[src/clkdiv_pkg.sv]
package clkdiv_pkg;
	localparam logic [7:0] ADDR_WAKE = 8'hc6;
	localparam logic [7:0] ADDR_RATIO = 8'hc7;
	localparam logic [7:0] WAKE_RESET = 8'h00;
	localparam logic [7:0] RATIO_RESET = 8'h00;
	localparam int WAKE_EX0_BIT = 0;
	localparam int WAKE_EX1_BIT = 1;
	localparam int WAKE_WDT_BIT = 2;
	localparam int MODE_LSB = 4;
	localparam int MODE_MSB = 5;
	localparam int SEL_MSB = 2;
	localparam logic [7:0] WAKE_MASK = 8'h07;
	localparam int DIV_CNT_W = 12;
	typedef enum logic [1:0] {
		MODE_NORMAL = 2'b00,
		MODE_IMMEDIATE = 2'b01,
		MODE_DELAY = 2'b10,
		MODE_RESERVED = 2'b11
	} ratio_mode_t;
	typedef enum logic [1:0] {
		DLY_IDLE = 2'b00,
		DLY_ARMED = 2'b01,
		DLY_DIVIDING = 2'b10,
		DLY_WAIT_OVF = 2'b11
	} delay_state_t;
endpackage : clkdiv_pkg

[src/div_ctl_if.sv]
interface div_ctl_if;
	logic dividing;
	logic [2:0] ratio_select;
	logic clk_enable;
	modport ctl (output dividing, output ratio_select, input clk_enable);
	modport div (input dividing, input ratio_select, output clk_enable);
endinterface : div_ctl_if

[src/ratio_divider.sv]
module ratio_divider (
	input wire logic clk,
	input wire logic sys_rst,
	div_ctl_if.div ctl
);
	logic [clkdiv_pkg::DIV_CNT_W-1:0] count_ff;
	logic [clkdiv_pkg::DIV_CNT_W-1:0] terminal;

	function automatic logic [clkdiv_pkg::DIV_CNT_W-1:0] last_count(input logic [2:0] sel);
		unique case (sel)
			3'h0: last_count = 12'h001;
			3'h1: last_count = 12'h003;
			3'h2: last_count = 12'h007;
			3'h3: last_count = 12'h00f;
			3'h4: last_count = 12'h01f;
			3'h5: last_count = 12'h3ff;
			3'h6: last_count = 12'h7ff;
			3'h7: last_count = 12'hfff;
		endcase
	endfunction : last_count

	assign terminal = last_count(ctl.ratio_select);

	always_ff @(posedge clk) begin
		if (sys_rst || !ctl.dividing || count_ff >= terminal) begin
			count_ff <= 12'h000;
		end else begin
			count_ff <= count_ff + 12'h001;
		end
	end

	// Undivided operation enables every cycle; divided issues one pulse per period.
	assign ctl.clk_enable = !ctl.dividing || (count_ff == terminal);
endmodule : ratio_divider

[src/system_clock_divider_wake.sv]
// Operation
// Apply selected division using mode and select.
// Mode 00 is normal, undivided, reset default.
// Mode 01 divides now, ends on wakeup.
// Delay mode, tick enabled: tick to tick.
// Delay mode, masked: ends on counter overflow.
// Mode field reads back divider status.
// Select picks divisor 2 up to 4096.
// Software exits only through the interrupt; the code also ends division on a write of mode 00.
// External 0 wakes IDLE when enabled.
// External 1 wakes IDLE when enabled.
// Watchdog wakes IDLE when enabled.
// Enabled auxiliary interrupts always wake IDLE.
// Any wake during IDLE ends immediate division.
// Unused bits read zero, writes ignored.
module system_clock_divider_wake (
	input wire logic clk,
	input wire logic sys_rst,
	input wire logic [7:0] sfr_addr,
	input wire logic [7:0] sfr_wdata,
	input wire logic sfr_wr,
	input wire logic sfr_rd,
	output logic [7:0] sfr_rdata,
	input wire logic idle_active,
	input wire logic ext0_irq,
	input wire logic ext1_irq,
	input wire logic watchdog_irq,
	input wire logic aux_irq,
	input wire logic aux_interrupt_enable,
	input wire logic millisecond_tick,
	input wire logic millisecond_interrupt_enable,
	input wire logic millisecond_overflow,
	output logic idle_wake,
	output logic dividing,
	output logic clk_enable
);
	logic ext0_wake_enable_ff;
	logic ext1_wake_enable_ff;
	logic watchdog_wake_enable_ff;
	logic [2:0] ratio_select_ff;
	clkdiv_pkg::ratio_mode_t ratio_mode_ff;
	clkdiv_pkg::ratio_mode_t nxt_ratio_mode;
	clkdiv_pkg::ratio_mode_t mode_status;
	clkdiv_pkg::delay_state_t dly_ff;
	clkdiv_pkg::delay_state_t nxt_dly;
	logic wake_seen_ff;
	logic nxt_wake_seen;
	logic [7:0] nxt_rdata;
	logic [7:0] wake_image;
	logic [7:0] ratio_image;
	logic wr_wake;
	logic wr_ratio;
	logic rd_wake;
	logic rd_ratio;
	logic [1:0] wr_mode;
	logic wr_to_normal;
	logic wr_to_immediate;
	logic wr_to_delay;
	logic wr_to_reserved;
	logic wake_ext0;
	logic wake_ext1;
	logic wake_wdt;
	logic wake_aux;
	logic wake_now;
	logic in_immediate;
	logic in_delay;
	logic delay_dividing;
	div_ctl_if dctl ();

	function automatic logic reg_hit(input logic [7:0] addr, input logic [7:0] reg_addr);
		reg_hit = (addr == reg_addr);
	endfunction : reg_hit

	function automatic logic code_is(
		input logic [1:0] code,
		input clkdiv_pkg::ratio_mode_t mode
	);
		code_is = (code == mode);
	endfunction : code_is

	function automatic logic wake_term(input logic enable, input logic irq);
		wake_term = enable && irq;
	endfunction : wake_term

	assign wr_wake = sfr_wr && reg_hit(sfr_addr, clkdiv_pkg::ADDR_WAKE);
	assign wr_ratio = sfr_wr && reg_hit(sfr_addr, clkdiv_pkg::ADDR_RATIO);
	assign rd_wake = sfr_rd && reg_hit(sfr_addr, clkdiv_pkg::ADDR_WAKE);
	assign rd_ratio = sfr_rd && reg_hit(sfr_addr, clkdiv_pkg::ADDR_RATIO);
	assign wr_mode = sfr_wdata[clkdiv_pkg::MODE_MSB:clkdiv_pkg::MODE_LSB];

	assign wr_to_normal = wr_ratio && code_is(wr_mode, clkdiv_pkg::MODE_NORMAL);
	assign wr_to_immediate = wr_ratio && code_is(wr_mode, clkdiv_pkg::MODE_IMMEDIATE);
	assign wr_to_delay = wr_ratio && code_is(wr_mode, clkdiv_pkg::MODE_DELAY);
	assign wr_to_reserved = wr_ratio && code_is(wr_mode, clkdiv_pkg::MODE_RESERVED);

	assign wake_ext0 = wake_term(ext0_wake_enable_ff, ext0_irq);
	assign wake_ext1 = wake_term(ext1_wake_enable_ff, ext1_irq);
	assign wake_wdt = wake_term(watchdog_wake_enable_ff, watchdog_irq);
	assign wake_aux = wake_term(aux_interrupt_enable, aux_irq);
	assign wake_now = idle_active && (wake_ext0 || wake_ext1 || wake_wdt || wake_aux);

	assign in_immediate = (ratio_mode_ff == clkdiv_pkg::MODE_IMMEDIATE);
	assign in_delay = (ratio_mode_ff == clkdiv_pkg::MODE_DELAY);

	always_ff @(posedge clk) begin
		if (sys_rst) begin
			idle_wake <= 1'h0;
		end else begin
			idle_wake <= wake_now;
		end
	end

	always_ff @(posedge clk) begin
		if (sys_rst) begin
			ext0_wake_enable_ff <= clkdiv_pkg::WAKE_RESET[clkdiv_pkg::WAKE_EX0_BIT];
		end else if (wr_wake) begin
			ext0_wake_enable_ff <= sfr_wdata[clkdiv_pkg::WAKE_EX0_BIT];
		end
	end

	always_ff @(posedge clk) begin
		if (sys_rst) begin
			ext1_wake_enable_ff <= clkdiv_pkg::WAKE_RESET[clkdiv_pkg::WAKE_EX1_BIT];
		end else if (wr_wake) begin
			ext1_wake_enable_ff <= sfr_wdata[clkdiv_pkg::WAKE_EX1_BIT];
		end
	end

	always_ff @(posedge clk) begin
		if (sys_rst) begin
			watchdog_wake_enable_ff <= clkdiv_pkg::WAKE_RESET[clkdiv_pkg::WAKE_WDT_BIT];
		end else if (wr_wake) begin
			watchdog_wake_enable_ff <= sfr_wdata[clkdiv_pkg::WAKE_WDT_BIT];
		end
	end

	always_ff @(posedge clk) begin
		if (sys_rst) begin
			ratio_select_ff <= clkdiv_pkg::RATIO_RESET[2:0];
		end else if (wr_ratio) begin
			ratio_select_ff <= sfr_wdata[clkdiv_pkg::SEL_MSB:0];
		end
	end

	// A write that clears the mode is honoured as a forced exit; software should still
	// leave through the interrupt, so the core never sees a half-taken exit.
	always_comb begin
		nxt_ratio_mode = ratio_mode_ff;
		unique case (ratio_mode_ff)
			clkdiv_pkg::MODE_NORMAL: begin
				nxt_ratio_mode = clkdiv_pkg::MODE_NORMAL;
			end
			clkdiv_pkg::MODE_IMMEDIATE: begin
				if (wake_now) begin
					nxt_ratio_mode = clkdiv_pkg::MODE_NORMAL;
				end
			end
			clkdiv_pkg::MODE_DELAY: begin
				if (dly_ff == clkdiv_pkg::DLY_IDLE) begin
					nxt_ratio_mode = clkdiv_pkg::MODE_NORMAL;
				end
			end
			clkdiv_pkg::MODE_RESERVED: begin
				nxt_ratio_mode = clkdiv_pkg::MODE_NORMAL;
			end
		endcase
		if (wr_ratio && !wr_to_reserved) begin
			nxt_ratio_mode = clkdiv_pkg::ratio_mode_t'(wr_mode);
		end
	end

	always_ff @(posedge clk) begin
		if (sys_rst) begin
			ratio_mode_ff <= clkdiv_pkg::MODE_NORMAL;
		end else begin
			ratio_mode_ff <= nxt_ratio_mode;
		end
	end

	always_comb begin
		nxt_dly = dly_ff;
		unique case (dly_ff)
			clkdiv_pkg::DLY_IDLE: begin
				if (wr_to_delay) begin
					nxt_dly = clkdiv_pkg::DLY_ARMED;
				end
			end
			clkdiv_pkg::DLY_ARMED: begin
				if (millisecond_tick) begin
					nxt_dly = clkdiv_pkg::DLY_DIVIDING;
				end
			end
			clkdiv_pkg::DLY_DIVIDING: begin
				if (millisecond_interrupt_enable && millisecond_tick) begin
					nxt_dly = clkdiv_pkg::DLY_IDLE;
				end else if (!millisecond_interrupt_enable && (wake_now || wake_seen_ff)) begin
					nxt_dly = clkdiv_pkg::DLY_WAIT_OVF;
				end
			end
			clkdiv_pkg::DLY_WAIT_OVF: begin
				if (millisecond_overflow) begin
					nxt_dly = clkdiv_pkg::DLY_IDLE;
				end
			end
		endcase
		if (wr_to_normal || wr_to_immediate) begin
			nxt_dly = clkdiv_pkg::DLY_IDLE;
		end else if (!in_delay && !wr_to_delay) begin
			nxt_dly = clkdiv_pkg::DLY_IDLE;
		end
	end

	always_ff @(posedge clk) begin
		if (sys_rst) begin
			dly_ff <= clkdiv_pkg::DLY_IDLE;
		end else begin
			dly_ff <= nxt_dly;
		end
	end

	// A wakeup may come before the first tick; remember it for the overflow exit.
	always_comb begin
		nxt_wake_seen = wake_seen_ff;
		if (nxt_dly == clkdiv_pkg::DLY_IDLE) begin
			nxt_wake_seen = 1'h0;
		end else if (wake_now) begin
			nxt_wake_seen = 1'h1;
		end
	end

	always_ff @(posedge clk) begin
		if (sys_rst) begin
			wake_seen_ff <= 1'h0;
		end else begin
			wake_seen_ff <= nxt_wake_seen;
		end
	end

	always_comb begin
		delay_dividing = 1'h0;
		unique case (dly_ff)
			clkdiv_pkg::DLY_IDLE: begin
				delay_dividing = 1'h0;
			end
			clkdiv_pkg::DLY_ARMED: begin
				delay_dividing = 1'h0;
			end
			clkdiv_pkg::DLY_DIVIDING: begin
				delay_dividing = 1'h1;
			end
			clkdiv_pkg::DLY_WAIT_OVF: begin
				delay_dividing = 1'h1;
			end
		endcase
	end

	always_comb begin
		mode_status = clkdiv_pkg::MODE_NORMAL;
		unique case (ratio_mode_ff)
			clkdiv_pkg::MODE_NORMAL: begin
				mode_status = clkdiv_pkg::MODE_NORMAL;
			end
			clkdiv_pkg::MODE_IMMEDIATE: begin
				mode_status = clkdiv_pkg::MODE_IMMEDIATE;
			end
			clkdiv_pkg::MODE_DELAY: begin
				mode_status = clkdiv_pkg::MODE_DELAY;
			end
			clkdiv_pkg::MODE_RESERVED: begin
				mode_status = clkdiv_pkg::MODE_NORMAL;
			end
		endcase
	end

	assign wake_image = {5'h00, watchdog_wake_enable_ff, ext1_wake_enable_ff,
		ext0_wake_enable_ff} & clkdiv_pkg::WAKE_MASK;
	assign ratio_image = {2'h0, mode_status, 1'h0, ratio_select_ff};

	always_comb begin
		nxt_rdata = 8'h00;
		if (rd_wake) begin
			nxt_rdata = wake_image;
		end else if (rd_ratio) begin
			nxt_rdata = ratio_image;
		end
	end

	always_ff @(posedge clk) begin
		if (sys_rst) begin
			sfr_rdata <= 8'h00;
		end else begin
			sfr_rdata <= nxt_rdata;
		end
	end

	assign dctl.dividing = in_immediate || delay_dividing;
	assign dctl.ratio_select = ratio_select_ff;
	assign dividing = dctl.dividing;
	assign clk_enable = dctl.clk_enable;

	ratio_divider u_div (
		.clk(clk),
		.sys_rst(sys_rst),
		.ctl(dctl)
	);
endmodule : system_clock_divider_wake

[config.mk]
export PLATFORM = sky130hd
export DESIGN_NAME = system_clock_divider_wake
export DESIGN_NICKNAME = d
export VERILOG_FILES = /design/src/clkdiv_pkg.sv /design/src/div_ctl_if.sv /design/src/ratio_divider.sv /design/src/system_clock_divider_wake.sv
export SDC_FILE = /design/constraint.sdc
export NUM_CORES = 1
export LEC_CHECK = 0
export ABC_AREA = 1
export BUFFER_PORTS_ARGS = -buffer_cell sky130_fd_sc_hd__buf_2
export CORE_UTILIZATION = 35
export DETAILED_ROUTE_END_ITERATION = 6
export PLACE_DENSITY = 0.54
export SYNTH_ARGS = -nofsm -noshare
export SYNTH_HDL_FRONTEND = slang
export SYNTH_HIERARCHICAL = 1
export SYNTH_SLANG_ARGS = --single-unit
[constraint.sdc]
create_clock -name clk -period 1.9 [get_ports clk]
set_input_delay 0.19 -clock clk [delete_from_list [all_inputs] [get_ports clk]]
set_output_delay 0.19 -clock clk [all_outputs]
set_load 0.005 [all_outputs]
==> flow_summary.ini <==
[worst_setup_path]
cp.required_ns = 1.71
criticalPathCategory = flip-flop to output port
r2r_setup_slack_ns = 0.10
critical-path-slowest-cell = dfxtp_2
critPathMaxStageDelay_ns = 0.36
worst_setup_path_start_kind = flip-flop
cp-end-kind = output port
cp_cell_sequence = buf_6, nand3_4, ha_4, nand2_4, nor2_4, and2_4, nand4_1, nand2_1, buf_2
cp_max_fo = 4
cp.arrival_ns = 1.66

[cells_and_area]
nNetsFinal = 322
syn_to_final_growth_pct = 28.9
seq_area_um2 = 587
drive_above_1_share_pct = 32.6
multi_input_area_mm2 = 0.00105
nFillCells = 486
antenna_cells = 0

[clocking]
cts_tree = done
htree_num_levels = 2
clk_latency_ns = 0.28
path_clk_slew_ns = 0.07
cts.sinks = 29
cts-hold-fix-buffers = 0
cts_buffer_depth = 2
cts_root_buffer = clkbuf_8
cts_buffers = 5

[routing]
drcViolationCount = 0
first_iter_violations = 46
wl_per_cell_um = 9.70
viasPerCell = 4.38
wl_um = 3390
drtPass1Iterations = 4
ant_nets = 0
vias = 1528

[synthesis]
syn_area_mm2 = 0.00171
yosysUniqueCellTypes = 32
syn_inst = 234
ys_ff_latch = 29
yosysWarnings = 6
ys_seq_area_share_pct = 33.9
avgSynthCellArea_um2 = 7.33

[global_route]
globalRouteTotalUtil_pct = 15.3
grt_max_degree = 11
overflow = 0
grt_pass1_vias = 1466
antenna_found_initial = 0
grt_pass1_wl_um = 6150

[power_and_ir_drop]
p_leak_uw = 0.000966
ir_drop_mv = 0.318
powerDensity_mw_per_mm2 = 602

[timing]
slew_viol_final = 0
hold_viol = 0
fmax_mhz = 541
fin_ws_ns = 0.0499
fin_crit_sh_pct = 97.4
grt_setup_unrepaired = true
setup_viol = 0
finalSetupTns_ns = 0
min_period_ns = 1.85
finClkSkew_ns = 0.00606

[place]
portBuffers = 33
post-dp-hpwl_um = 2640
dp_slack_ns = -0.0233
place.gp.congestion = 0.733

[floorplanning]
pin_count = 40
initial_core_util_pct = 36.3
die-height_um = 72.0
fp.coreArea_mm2 = 0.00472
die_area_mm2 = 0.00518
num_rows = 25
die_w_um = 72.0

[hold_path]
hold_class = input port to flip-flop

[job]
cap_violations = 0

[status]
outcome = finished, final reports clean
## final cells by class
cell class                 instances  share of cell area (%)
multi-input combinational        170                    47.4
timing repair buffer              43                    11.4
inverter                          32                    5.44
tap                               67                    3.79
clock inverter                     2                    1.70
clock buffer                       6                    3.74
sequential                        29                    26.6
## metal layers
metal | up-vias | wire [um] | global-route usage [%]
li1 | 827 | - | -
met1 | 671 | 1650 | 19.2
met2 | 23 | 1550 | 24.2
met3 | 7 | 129 | 4.44
met4 | 0 | 56 | 7.19
met5 | - | 0 | 0
## Yosys cell counts
cell | instances | area, um^2
nor2_1 | 18 | 67.6
a21o_1 | 1 | 7.51
nor3_1 | 2 | 10.0
xor2_1 | 5 | 43.8
nor2_4 | 3 | 33.8
nor2_2 | 14 | 87.6
inv_2 | 1 | 3.75
a21oi_1 | 11 | 55.1
nand3_1 | 12 | 60.1
nand2_1 | 56 | 210
nand4_1 | 4 | 25.0
conb_1 | 1 | 3.75
nor3_4 | 1 | 16.3
and2_4 | 1 | 8.76
dfxtp_1 | 29 | 581
o21ai_0 | 5 | 25.0
ha_1 | 12 | 150
nand4_2 | 1 | 12.5
o211ai_1 | 1 | 7.51
nor3_2 | 1 | 10.0
xnor2_1 | 4 | 35.0
a21oi_2 | 1 | 8.76
nand3_2 | 3 | 30.0
o21ai_1 | 2 | 10.0
buf_4 | 3 | 22.5
inv_1 | 31 | 116
nand3b_1 | 1 | 7.51
buf_6 | 1 | 11.3
clkbuf_1 | 1 | 3.75
o22ai_1 | 1 | 6.26
and2_1 | 1 | 6.26
nand2_2 | 6 | 37.5
## sequential cells by signal, summed over array words and instances (netlist names), 2 cells and up
name and count:
u_div/count_ff 12, sfr_rdata 5, dctl.ratio_select 3, dly_ff 2, ratio_mode_ff 2
## critical path: cells and delay by family, from the launching register on
kind	cells	cell delay (ns)
AND/OR/NAND/NOR	6	0.50
flip-flops	1	0.36
adder cells (fa/ha/maj)	1	0.28
buffers and inverters	2	0.23
## power by group
part	internal [uW]	switching, uW	total [uW]	leakage (uW)
sequential	607	0.427	608	0.000235
combinational	26.2	33.0	59.2	0.000673
clock	426	238	664	0.0000574
total	1060	272	1330	0.000966
## cells in the final DEF, fill, tap and decap left out, types with 2 or more instances in the layout
master and n:
clkbuf_8 6, nand2_1 54, o21ai_0 4, nor2_1 18, xnor2_1 4, nand3_1 11
conb_1 3, buf_4 7, nor2_4 4, xor2_1 5, ha_1 10, nor3_1 2
nand4_1 4, ha_4 2, a21oi_1 11, buf_6 3, o21ai_1 2, dfxtp_2 2
nand2_2 7, buf_2 33, inv_1 31, nor2_2 13, nand3_2 3, dfxtp_1 26
## stage by stage
stage                     hold WS (ns)  instance area [um^2]  power [uW]  instances  util, %
after floorplan                  0.354                  1720         652        236        -
after global placement           0.473                  1970         681        336     41.7
after detailed placement         0.474                  1970         681        336     41.7
after CTS                        0.172                  2160        1360        347     45.7
after global routing             0.179                  2210        1390        349     46.8
final                            0.187                  2210        1330        349     46.8
## path summary, 6_finish.rpt
check                               startpoint                          endpoint  cells after the start
max          dctl.ratio_select[1]$_SDFFE_PP0P_                        clk_enable                      9
min                                    sys_rst  ext1_wake_enable_ff$_SDFFE_PP0P_                      2
min reg2reg   ext1_wake_enable_ff$_SDFFE_PP0P_  ext1_wake_enable_ff$_SDFFE_PP0P_                      2
max reg2reg  dctl.ratio_select[2]$_SDFFE_PP0P_      u_div/count_ff[9]$_SDFF_PP0_                     12
## kinds of logic after synthesis
logic type / Yosys count / share of synthesized area, %
other: 1 / 0.219
AND/OR/NAND/NOR: 124 / 36.4
XOR/XNOR: 9 / 4.60
adder cells (fa/ha/maj): 12 / 8.76
flip-flops: 29 / 33.9
AO/OA/AOI/OAI: 22 / 7.01
buffers and inverters: 37 / 9.20
## repair_timing
| item | in CTS | in global routing |
|---|---|---|
| buffers inserted | 3 | 2 |
| resized for setup | 12 | 6 |
| pin swaps | 4 | 8 |
| endpoints found under the setup margin | 10 | 1 |
Note: power is estimated with default switching activity, not from simulation.
